<file path="config.mk">
export PLATFORM = sky130hd
export DESIGN_NAME = stc_top
export DESIGN_NICKNAME = d
export VERILOG_FILES = /design/src/verilog/stc_pkg.sv /design/src/verilog/stc_pin_sync.sv /design/src/verilog/stc_prescaler.sv /design/src/verilog/stc_top.sv
export SDC_FILE = /design/constraint.sdc
export NUM_CORES = 1
export LEC_CHECK = 0
export ABC_AREA = 1
export BUFFER_PORTS_ARGS = -buffer_cell sky130_fd_sc_hd__clkbuf_2
export CAP_MARGIN = 0
export CORE_AREA = 5 5 159 85
export CTS_CLUSTER_DIAMETER = 200
export CTS_CLUSTER_SIZE = 12
export DETAILED_ROUTE_END_ITERATION = 10
export DIE_AREA = 0 0 164 90
export PLACE_DENSITY_LB_ADDON = 0.05
export SYNTH_ARGS = -nofsm -noshare
export SYNTH_HDL_FRONTEND = slang
export SYNTH_SLANG_ARGS = --single-unit
</file>
<file path="constraint.sdc">
create_clock -name pclk -period 5.8 [get_ports pclk]
set_clock_uncertainty 0.05 [all_clocks]
set_input_delay 0.29 -clock pclk [delete_from_list [all_inputs] [get_ports pclk]]
set_output_delay 0.29 -clock pclk [all_outputs]
set_load 0.05 [all_outputs]
</file>
<file path="src/verilog/stc_pkg.sv">
// Purpose: constants and types for the odd timer control block
// Assumes: 32-bit apb data, registers on aligned words
// Notes: Behaviour list below
// Behaviour
// - with the internal clock chosen, the gate enable bit turns gated accumulation on or off.
// - with the external clock chosen, the gate enable bit has no effect.
// - the prescale field at bits 5:4 divides by 256, 64, 8 or 1 for codes 11, 10, 01, 00.
// - clock source bit 1 counts external pin rising edges, bit 0 counts the internal half-rate clock.
// - in 32-bit pair mode this timer's own control bits are ignored and the partner's are used.
package stc_pkg;

	localparam logic [11:0] STC_CTRL_OFS   = 12'h000;
	localparam logic [11:0] STC_COUNT_OFS  = 12'h004;
	localparam logic [11:0] STC_PERIOD_OFS = 12'h008;
	localparam logic [11:0] STC_STATUS_OFS = 12'h00C;

	localparam int STC_ON_BIT    = 15;
	localparam int STC_GATE_BIT  = 6;
	localparam int STC_PS_LSB    = 4;
	localparam int STC_CS_BIT    = 1;

	localparam logic [15:0] STC_CTRL_RST   = 16'h0000;
	localparam logic [15:0] STC_CTRL_MASK  = 16'h8072;
	localparam logic [15:0] STC_COUNT_RST  = 16'h0000;
	localparam logic [15:0] STC_PERIOD_RST = 16'hFFFF;

	localparam logic [7:0] STC_DIV256_M1 = 8'hFF;
	localparam logic [7:0] STC_DIV64_M1  = 8'h3F;
	localparam logic [7:0] STC_DIV8_M1   = 8'h07;
	localparam logic [7:0] STC_DIV1_M1   = 8'h00;

	typedef struct packed {
		logic       on;
		logic       gate_accum_enable;
		logic [1:0] input_prescale_select;
		logic       clock_source_select;
	} stc_ctrl_s;

	typedef struct packed {
		logic [11:0] addr;
		logic        write;
		logic [31:0] wdata;
	} stc_req_s;

endpackage

</file>
<file path="src/verilog/stc_pin_sync.sv">
// Purpose: three-stage synchroniser with edge output
// Assumes: input asynchronous to pclk
// Notes: level changes once the second and third stage agree
`timescale 1ns/1ps
module stc_pin_sync (
	input  wire logic pclk,
	input  wire logic presetn,
	input  wire logic pin_in,
	output logic      level,
	output logic      rise
);
	logic [2:0] sh_reg;
	logic [2:0] sh_next;
	logic       lvl_reg;
	logic       lvl_next;

	always_comb begin
		sh_next  = {sh_reg[1:0], pin_in};
		lvl_next = (sh_reg[1] == sh_reg[2]) ? sh_reg[2] : lvl_reg;
	end

	always_ff @(posedge pclk or negedge presetn) begin
		if (!presetn) begin
			sh_reg  <= 3'b000;
			lvl_reg <= 1'b0;
		end else begin
			sh_reg  <= sh_next;
			lvl_reg <= lvl_next;
		end
	end

	assign level = lvl_reg;
	assign rise  = lvl_next & ~lvl_reg;
endmodule

</file>
<file path="src/verilog/stc_prescaler.sv">
// Purpose: input prescaler 1, 8, 64 or 256
// Assumes: tick_in is a one-cycle pulse
// Notes: counter restarts when clear is high
`timescale 1ns/1ps
module stc_prescaler
	import stc_pkg::*;
(
	input  wire logic       pclk,
	input  wire logic       presetn,
	input  wire logic       clear,
	input  wire logic [1:0] sel,
	input  wire logic       tick_in,
	output logic            tick_out
);
	logic [7:0] cnt_reg;
	logic [7:0] cnt_next;
	logic [7:0] limit;

	always_comb begin
		unique case (sel)
			2'b11: limit = STC_DIV256_M1;
			2'b10: limit = STC_DIV64_M1;
			2'b01: limit = STC_DIV8_M1;
			2'b00: limit = STC_DIV1_M1;
		endcase
		tick_out = tick_in && (cnt_reg >= limit);
		cnt_next = cnt_reg;
		if (clear) begin
			cnt_next = 8'h00;
		end else if (tick_in) begin
			cnt_next = tick_out ? 8'h00 : cnt_reg + 8'h01;
		end
	end

	always_ff @(posedge pclk or negedge presetn) begin
		if (!presetn) begin
			cnt_reg <= 8'h00;
		end else begin
			cnt_reg <= cnt_next;
		end
	end
endmodule

</file>
<file path="src/verilog/stc_top.sv">
// Purpose: odd timer of a pair with apb control register
// Assumes: pclk is the oscillator clock; internal tick is every 2nd cycle
// Notes: zero wait state apb slave; unmapped addresses give pslverr
`timescale 1ns/1ps
module stc_top
	import stc_pkg::*;
(
	input  wire logic        pclk,
	input  wire logic        presetn,
	input  wire logic        psel,
	input  wire logic        penable,
	input  wire logic        pwrite,
	input  wire logic [11:0] paddr,
	input  wire logic [31:0] pwdata,
	output logic [31:0]      prdata,
	output logic             pready,
	output logic             pslverr,
	input  wire logic        external_count_pin,
	input  wire logic        gate_pin,
	input  wire logic        pair_32bit,
	input  wire logic [15:0] partner_ctrl,
	output logic [15:0]      count_value,
	output logic             period_match
);
	logic [15:0] ctrl_reg;
	logic [15:0] ctrl_next;
	logic [15:0] count_reg;
	logic [15:0] count_next;
	logic [15:0] period_reg;
	logic [15:0] period_next;
	logic [31:0] prdata_reg;
	logic [31:0] prdata_next;
	logic        match_reg;
	logic        match_next;
	logic        half_reg;
	logic        half_next;
	logic        gate_dly_reg;
	logic        gate_dly_next;
	logic        ovf_reg;
	logic        ovf_next;

	stc_req_s    req;
	stc_ctrl_s   eff;
	logic        acc;
	logic        wr;
	logic        hit;
	logic        ext_level;
	logic        ext_rise;
	logic        gate_level;
	logic        raw_tick;
	logic        ps_tick;
	logic        ps_clear;
	logic        gated_mode;
	logic        adv;

	assign req = '{addr: paddr, write: pwrite, wdata: pwdata};
	assign acc = psel && penable;
	assign wr  = acc && req.write;
	assign hit = (req.addr == STC_CTRL_OFS) || (req.addr == STC_COUNT_OFS)
		|| (req.addr == STC_PERIOD_OFS) || (req.addr == STC_STATUS_OFS);

	stc_pin_sync u_ext_sync (
		.pclk    (pclk),
		.presetn (presetn),
		.pin_in  (external_count_pin),
		.level   (ext_level),
		.rise    (ext_rise)
	);

	stc_pin_sync u_gate_sync (
		.pclk    (pclk),
		.presetn (presetn),
		.pin_in  (gate_pin),
		.level   (gate_level),
		.rise    ()
	);

	// paired mode takes every field from the partner control word
	always_comb begin
		if (pair_32bit) begin
			eff.on                    = partner_ctrl[STC_ON_BIT];
			eff.gate_accum_enable     = partner_ctrl[STC_GATE_BIT];
			eff.input_prescale_select =
				partner_ctrl[STC_PS_LSB+1:STC_PS_LSB];
			eff.clock_source_select   = partner_ctrl[STC_CS_BIT];
		end else begin
			eff.on                    = ctrl_reg[STC_ON_BIT];
			eff.gate_accum_enable     = ctrl_reg[STC_GATE_BIT];
			eff.input_prescale_select =
				ctrl_reg[STC_PS_LSB+1:STC_PS_LSB];
			eff.clock_source_select   = ctrl_reg[STC_CS_BIT];
		end
	end

	// gate only counts with the internal source
	assign gated_mode = eff.gate_accum_enable
		&& !eff.clock_source_select;
	// external source relies on software having routed the pin
	assign raw_tick = eff.clock_source_select ? ext_rise
		: (half_reg && (!gated_mode || gate_level));
	assign ps_clear = !eff.on;

	stc_prescaler u_ps (
		.pclk     (pclk),
		.presetn  (presetn),
		.clear    (ps_clear),
		.sel      (eff.input_prescale_select),
		.tick_in  (raw_tick),
		.tick_out (ps_tick)
	);

	assign adv = eff.on && ps_tick;

	always_comb begin
		half_next     = ~half_reg;
		gate_dly_next = gate_level;
		ctrl_next     = ctrl_reg;
		count_next    = count_reg;
		period_next   = period_reg;
		match_next    = 1'b0;
		ovf_next      = ovf_reg;
		if (adv) begin
			if (count_reg == period_reg) begin
				count_next = 16'h0000;
				match_next = 1'b1;
				ovf_next   = 1'b1;
			end else begin
				count_next = count_reg + 16'h0001;
			end
		end
		if (wr) begin
			unique case (req.addr)
				STC_CTRL_OFS:   ctrl_next = req.wdata[15:0] & STC_CTRL_MASK;
				STC_COUNT_OFS:  count_next = req.wdata[15:0];
				STC_PERIOD_OFS: period_next = req.wdata[15:0];
				STC_STATUS_OFS: begin
					if (req.wdata[0] && !(adv && count_reg == period_reg)) begin
						ovf_next = 1'b0;
					end
				end
				default: ;
			endcase
		end
	end

	always_comb begin
		prdata_next = prdata_reg;
		if (psel && !penable && !pwrite) begin
			unique case (paddr)
				STC_CTRL_OFS:   prdata_next = {16'h0000, ctrl_reg};
				STC_COUNT_OFS:  prdata_next = {16'h0000, count_reg};
				STC_PERIOD_OFS: prdata_next = {16'h0000, period_reg};
				STC_STATUS_OFS: prdata_next = {29'h0000_0000,
					gate_dly_reg, eff.on, ovf_reg};
				default:        prdata_next = 32'h0000_0000;
			endcase
		end
	end

	always_ff @(posedge pclk or negedge presetn) begin
		if (!presetn) begin
			ctrl_reg     <= STC_CTRL_RST;
			count_reg    <= STC_COUNT_RST;
			period_reg   <= STC_PERIOD_RST;
			prdata_reg   <= 32'h0000_0000;
			match_reg    <= 1'b0;
			half_reg     <= 1'b0;
			gate_dly_reg <= 1'b0;
			ovf_reg      <= 1'b0;
		end else begin
			ctrl_reg     <= ctrl_next;
			count_reg    <= count_next;
			period_reg   <= period_next;
			prdata_reg   <= prdata_next;
			match_reg    <= match_next;
			half_reg     <= half_next;
			gate_dly_reg <= gate_dly_next;
			ovf_reg      <= ovf_next;
		end
	end

	assign prdata       = prdata_reg;
	assign pready       = 1'b1;
	assign pslverr      = acc && !hit;
	assign count_value  = count_reg;
	assign period_match = match_reg;
endmodule

</file>
Word-level counts from Yosys, hierarchy flattened
Cells that the tools add are included.
{ "word_totals": {"reg_bits": 89, "latch_bits": 0, "mem_bits_rw": 0, "rom_bits": 0, "input_bits": 68, "out_inout_bits": 51, "word_cells": 73, "memories": 0} }
{ "op_classes": {"addsub": 2, "n_mul": 0, "div_mod_pow": 0, "order_cmp": 1, "eq_ne": 10, "n_shift": 0, "muxes": 19, "bitwise_logic": 3, "reduce_logical": 25} }
{ "ops": {"columns": ["cell", "count"], "rows": [
  ["16-bit 2-to-1 mux", 4],
  ["16-bit case mux with 4 select lines", 1],
  ["8-bit case mux with 4 select lines", 1],
  ["12-bit by 4-bit == test with 1-bit output (second input constant)", 2],
  ["8-bit 2-to-1 mux", 3],
  ["16-bit by 1-bit adder with 16-bit output (second input constant)", 1],
  ["16-bit == test", 1],
  ["12-bit by 3-bit == test with 1-bit output (second input constant)", 1],
  ["12-bit logical NOT", 1],
  ["1-bit logical AND", 11],
  ["1-bit 2-to-1 mux", 9],
  ["8-bit by 1-bit adder with 8-bit output (second input constant)", 1],
  ["8-bit >= comparator", 1],
  ["1-bit logical NOT", 6],
  ["5-bit 2-to-1 mux", 1],
  ["2-bit == test (second input constant)", 2],
  ["1-bit logical OR", 4],
  ["2-bit AND reduction", 2],
  ["1-bit == test", 2],
  ["2-bit by 1-bit == test with 1-bit output (second input constant)", 1],
  ["2-bit logical NOT", 1],
  ["2-bit by 1-bit inequality test with 1-bit output (second input constant)", 1],
  ["1-bit inverter", 2],
  ["1-bit bitwise AND", 1]
]} }

Logic depth before layout (Yosys ltp)
{ "depth": {"ltp_word": 15, "depth_mapped": 21} }

Cells and area by module
Synthesis repeated with hierarchy kept, for this count alone.
{ "hier_totals": {"cells_unflattened": 625, "area_unflattened_um2": 4369.2} }
{ "modules_own_cells": {"columns": ["mod", "instances", "cells_per_inst", "area_each_um2", "seq_area_each_um2"], "rows": [
  ["stc_top", 1, 506, 3457.1, 1446.4],
  ["stc_prescaler", 1, 99, 664.4, 200.2],
  ["stc_pin_sync", 2, 10, 123.9, 100.1]
]} }

Least setup slack after synthesis
Ideal clock, no wire load.
{ "synth_timing": {"path_kind": "input to register", "start": "in pair_32bit", "end": "reg count_reg[14], in the netlist count_value[14]", "arrival_ns": 1.844, "required_time_ns": 5.633, "path_slack_ns": 3.790, "cell_stages": 21, "path_cell_list": "buf_6 inv_2 nand2_1 nand2_2 nand2_1 inv_1 ha_1 nand2_1 nand2_1 nand2_1 nand2_1 nand2_1 nand2_1 nand2_2 nand2_4 nand2_4 buf_6 nand2_1 o21ai_1 nand2_1 nand2_1"} }
{ "synth_via": {"elab_chain_cells": 12, "elab_cells_between_ends": 18, "classes_between": "1 x order compare; 3 x eq/ne; 6 x mux; 8 x reduce/logical"} }
{ "synth_rtl": {"columns": ["element", "line_no", "rtl"], "rows": [
  ["from (decl)", "stc_top.sv:20", "input wire logic pair_32bit,"],
  ["5-bit 2-to-1 mux (*)", "stc_top.sv:80", "if (pair_32bit) begin"],
  ["parallel branches: the longest is 7 deep, another holds 8-bit >= comparator", null, null],
  ["1-bit logical AND (*)", "stc_top.sv:112", "assign adv = eff.on && ps_tick;"],
  ["16-bit 2-to-1 mux (*)", "stc_top.sv:122", "if (adv) begin"],
  ["16-bit 2-to-1 mux", "stc_top.sv:132", "unique case (req.addr)"],
  ["16-bit 2-to-1 mux (*)", "stc_top.sv:131", "if (wr) begin"],
  ["net count_next[14]", "stc_top.sv:28", "logic [15:0] count_next;"],
  ["to (signal assigned)", "stc_top.sv:172", "count_reg <= count_next;"],
  ["to (decl)", "stc_top.sv:27", "logic [15:0] count_reg;"]
]} }
Mark *: on every way through the listed nets, which the timed path passes.
A chain may end at the register's enable or synchronous reset.

Final worst setup path
{ "layout_timing": {"start": "in paddr[11]", "end": "reg count_reg[1], in the netlist count_value[1]"} }
{ "layout_via": {"elab_chain_cells": 3} }
{ "layout_rtl": {"columns": ["element", "line_no", "rtl"], "rows": [
  ["from (decl)", "stc_top.sv:13", "input wire logic [11:0] paddr,"],
  ["12-bit by 3-bit == test with 1-bit output", "stc_top.sv:132", null],
  ["16-bit 2-to-1 mux", "stc_top.sv:132", null],
  ["16-bit 2-to-1 mux", "stc_top.sv:131", null],
  ["net count_next[1]", "stc_top.sv:28", null]
]} }
The timed path passes the listed nets, and every way through them passes these cells.

==> summary.txt <==
status = finished, final reports clean
Final Hold Vio Count = 0
final worst slack = 3350 ps
Setup TNS = 0 ps
proportion of power drawn by combinational gates = 0.077
RD Place Congestion = 0.874
vias per cell = 4.76
Nets = 761
Chip Width = 164 µm
Resized Gates After CTS = 0
RSZ-0062 raised after global routing = no
commonest cells after routing, fill and taps aside = 167 x nand2_1, 84 x inv_1, 73 x clkbuf_2
Worst Path Max Fanout = 16
final std cells w/o fill = 860
Pwr Total = 1150 µW
GRT Overall Usage = 0.190
Congestion Overflow GR = 0
Post-CTS Setup Bufs = 0
IO Pins = 119
P per Cell Area = 215 mW/mm²
hold path depth = 1
commonest non-fill, non-tap cell in the layout = nand2_1
ANT nets after route = 0
synthesis-to-layout area growth = 15.1%
post-synthesis register bit count = 73
vias in the first global route = 3740
Sequential Power Share = 0.451
placed insts = 843
largest net degree at the start of global routing = 74
clock latency on the worst-skew pair = 340 ps
layout cells sized above 1 = 0.232
RR Endpoint = count_value[6]
Metal-1 WL = 7720 µm
CORE AREA = 0.0121 mm²
initial antenna violation count = 0
die area = 0.0148 mm²
Place WS = 2970 ps
Die H = 90 µm
Clk pwr share = 0.472
worst vdd ir = 124 µV
CP Capture Type = flip-flop
Startpoint Class = input port
metal3 WL = 1200 µm
DP HPWL = 10400 µm
Hold Path Class = in2reg
WHS = 9.42 ps
FP Rows = 29
total CTS buffers = 9
global-route wire length before repair = 21800 µm
relative slew slack = 0.354
# diodes = 0
total of max-cap violations = 0
Mapped Area = 0.00464 mm²
root buf cell = clkbuf_16
setup slack, reg-to-reg = 3460 ps
Met2 Routed Length = 4630 µm
CTS tree = built
R2R depth = 19
cell internal pwr = 842 µW
Slew @ Worst Pin = 969 ps
top layer in use = met4
H-tree depth = 3
Post-Synthesis Cells = 617
register area share after synthesis = 0.398
routed via count = 4097
min Tclk post-route = 2450 ps
Setup-failing EPs final = 0
DRC viols = 0
Pins Over Slew Limit = 0
Net Sw Power = 308 µW
Routed WL per cell = 15.8 µm
initial drt markers = 306
count of cell types in the netlist = 42
Buffers on Ports = 74
r2r startpoint = ctrl_reg[5]
Max Clock Freq = 408 MHz
# clock sinks = 73
final worst-path cycle share = 0.422
Starting Density = 0.383
CP Data Arrival Time = 2660 ps
leakage power = 0.00273 µW
WL final = 13600 µm
Warnings, synthesis = 0
Worst EP required = 6010 ps
Net Sw Frac = 0.268
syn_area_per_cell = 7.52 µm²
Post-CTS Hold Buffers = 1
Pre-antenna DRT Iters = 7
fillcell total = 1285
Hold EP = u_gate_sync.sh_reg[0]
CTS clk-pin slew, worst paths = 60 ps
Crit Path Class = in2reg
clk buf depth = 2
HP Start = gate_pin
-- per-layer routing --
layer  global-route usage  up-vias
met3               0.0457        6
li1                     -     2058
met4               0.0349        0
met2                0.219      168
met1                0.334     1865
met5                    0        -
-- kinds of logic after synthesis --
| family | synth area share |
|---|---|
| other cells | 0.00162 |
| xor+xnor | 0.0321 |
| fa+ha+maj | 0.0259 |
| flops | 0.398 |
| simple gates | 0.303 |
| buf+inv | 0.125 |
| compound gates | 0.112 |
| mux | 0.00216 |
-- worst max-delay path, cell delays in order --
cell      delay, ps
clkbuf_2         80
nor2_1          100
nand2_1          90
nor2_1          580
nand2_1         600
nor2_4          420
inv_2           230
nand2_1         130
nor2_1           40
nor2_1           80
-- Yosys cell counts --
| master | instances | area share |
|---|---|---|
| nand2_1 | 167 | 0.14 |
| inv_1 | 84 | 0.068 |
| nor2_1 | 62 | 0.050 |
| dfrtp_1 | 57 | 0.31 |
| nand3_1 | 42 | 0.045 |
| buf_4 | 20 | 0.032 |
| o22ai_1 | 20 | 0.027 |
| nand2_2 | 17 | 0.023 |
| dfstp_2 | 16 | 0.091 |
| o21ai_2 | 16 | 0.030 |
| o21ai_0 | 13 | 0.014 |
| a22o_1 | 9 | 0.017 |
| xor2_1 | 9 | 0.017 |
| ha_1 | 8 | 0.022 |
| nand4_1 | 8 | 0.011 |
| xnor2_1 | 8 | 0.015 |
| buf_2 | 7 | 0.0076 |
| nor3_1 | 7 | 0.0076 |
| buf_6 | 5 | 0.012 |
| nor2_2 | 5 | 0.0067 |
| a21oi_1 | 4 | 0.0043 |
| inv_2 | 3 | 0.0024 |
| nand2_4 | 3 | 0.0073 |
| and2_1 | 2 | 0.0027 |
| clkbuf_1 | 2 | 0.0016 |
| conb_1 | 2 | 0.0016 |
| maj3_1 | 2 | 0.0043 |
| nor2_4 | 2 | 0.0049 |
| o21a_1 | 2 | 0.0032 |
| o21ai_1 | 2 | 0.0022 |
| o221ai_1 | 2 | 0.0038 |
| a21boi_0 | 1 | 0.0016 |
| a21oi_4 | 1 | 0.0035 |
| inv_4 | 1 | 0.0013 |
| mux2i_1 | 1 | 0.0022 |
| nand3b_1 | 1 | 0.0016 |
| nand4_2 | 1 | 0.0027 |
| o21ai_4 | 1 | 0.0035 |
| o31ai_1 | 1 | 0.0016 |
| or2_2 | 1 | 0.0013 |
| or2_4 | 1 | 0.0019 |
| or4_1 | 1 | 0.0016 |
-- through the flow --
stage               area (µm²)   util
floorplan                 4690      -
global placement          5040  0.416
detailed placement        5040  0.416
CTS                       5340  0.440
global route              5340  0.440
finish                    5340  0.440
-- power by group through the flow --
stage          Sequential, µW  Combinational [µW]  Clock [µW]
2_1_floorplan             527                62.5           0
3_3_place_gp              527                87.0           0
3_5_place_dp              528                88.4           0
4_1_cts                   519                89.2         559
5_1_grt                   519                97.9         581
6_report                  519                88.3         543
-- final cells by class --
type	count	area [µm²]	share of cell area
flip-flops and latches	73	1850	0.346
well taps	170	213	0.0399
clock buffers	10	239	0.0448
inverters	88	333	0.0624
multi-input cells	437	2270	0.425
clock inverters	6	50.0	0.00938
repair buffers	76	388	0.0727
-- how the worst max path moves through the flow --
| stage | depth (start not counted) | from | end | slack [ps] |
|---|---|---|---|---|
| 3_3_place_gp | 9 | paddr[11] | count_value[12] | 3010 |
| 5_1_grt | 10 | paddr[9] | count_value[2] | 3020 |
| 3_5_place_dp | 9 | paddr[11] | count_value[1] | 2970 |
| 4_1_cts | 9 | paddr[11] | count_value[1] | 3320 |
| 6_report | 10 | paddr[11] | count_value[1] | 3350 |
| 2_1_floorplan | 21 | pair_32bit | count_value[14] | 3790 |
Power figures use the tool's default switching activity.
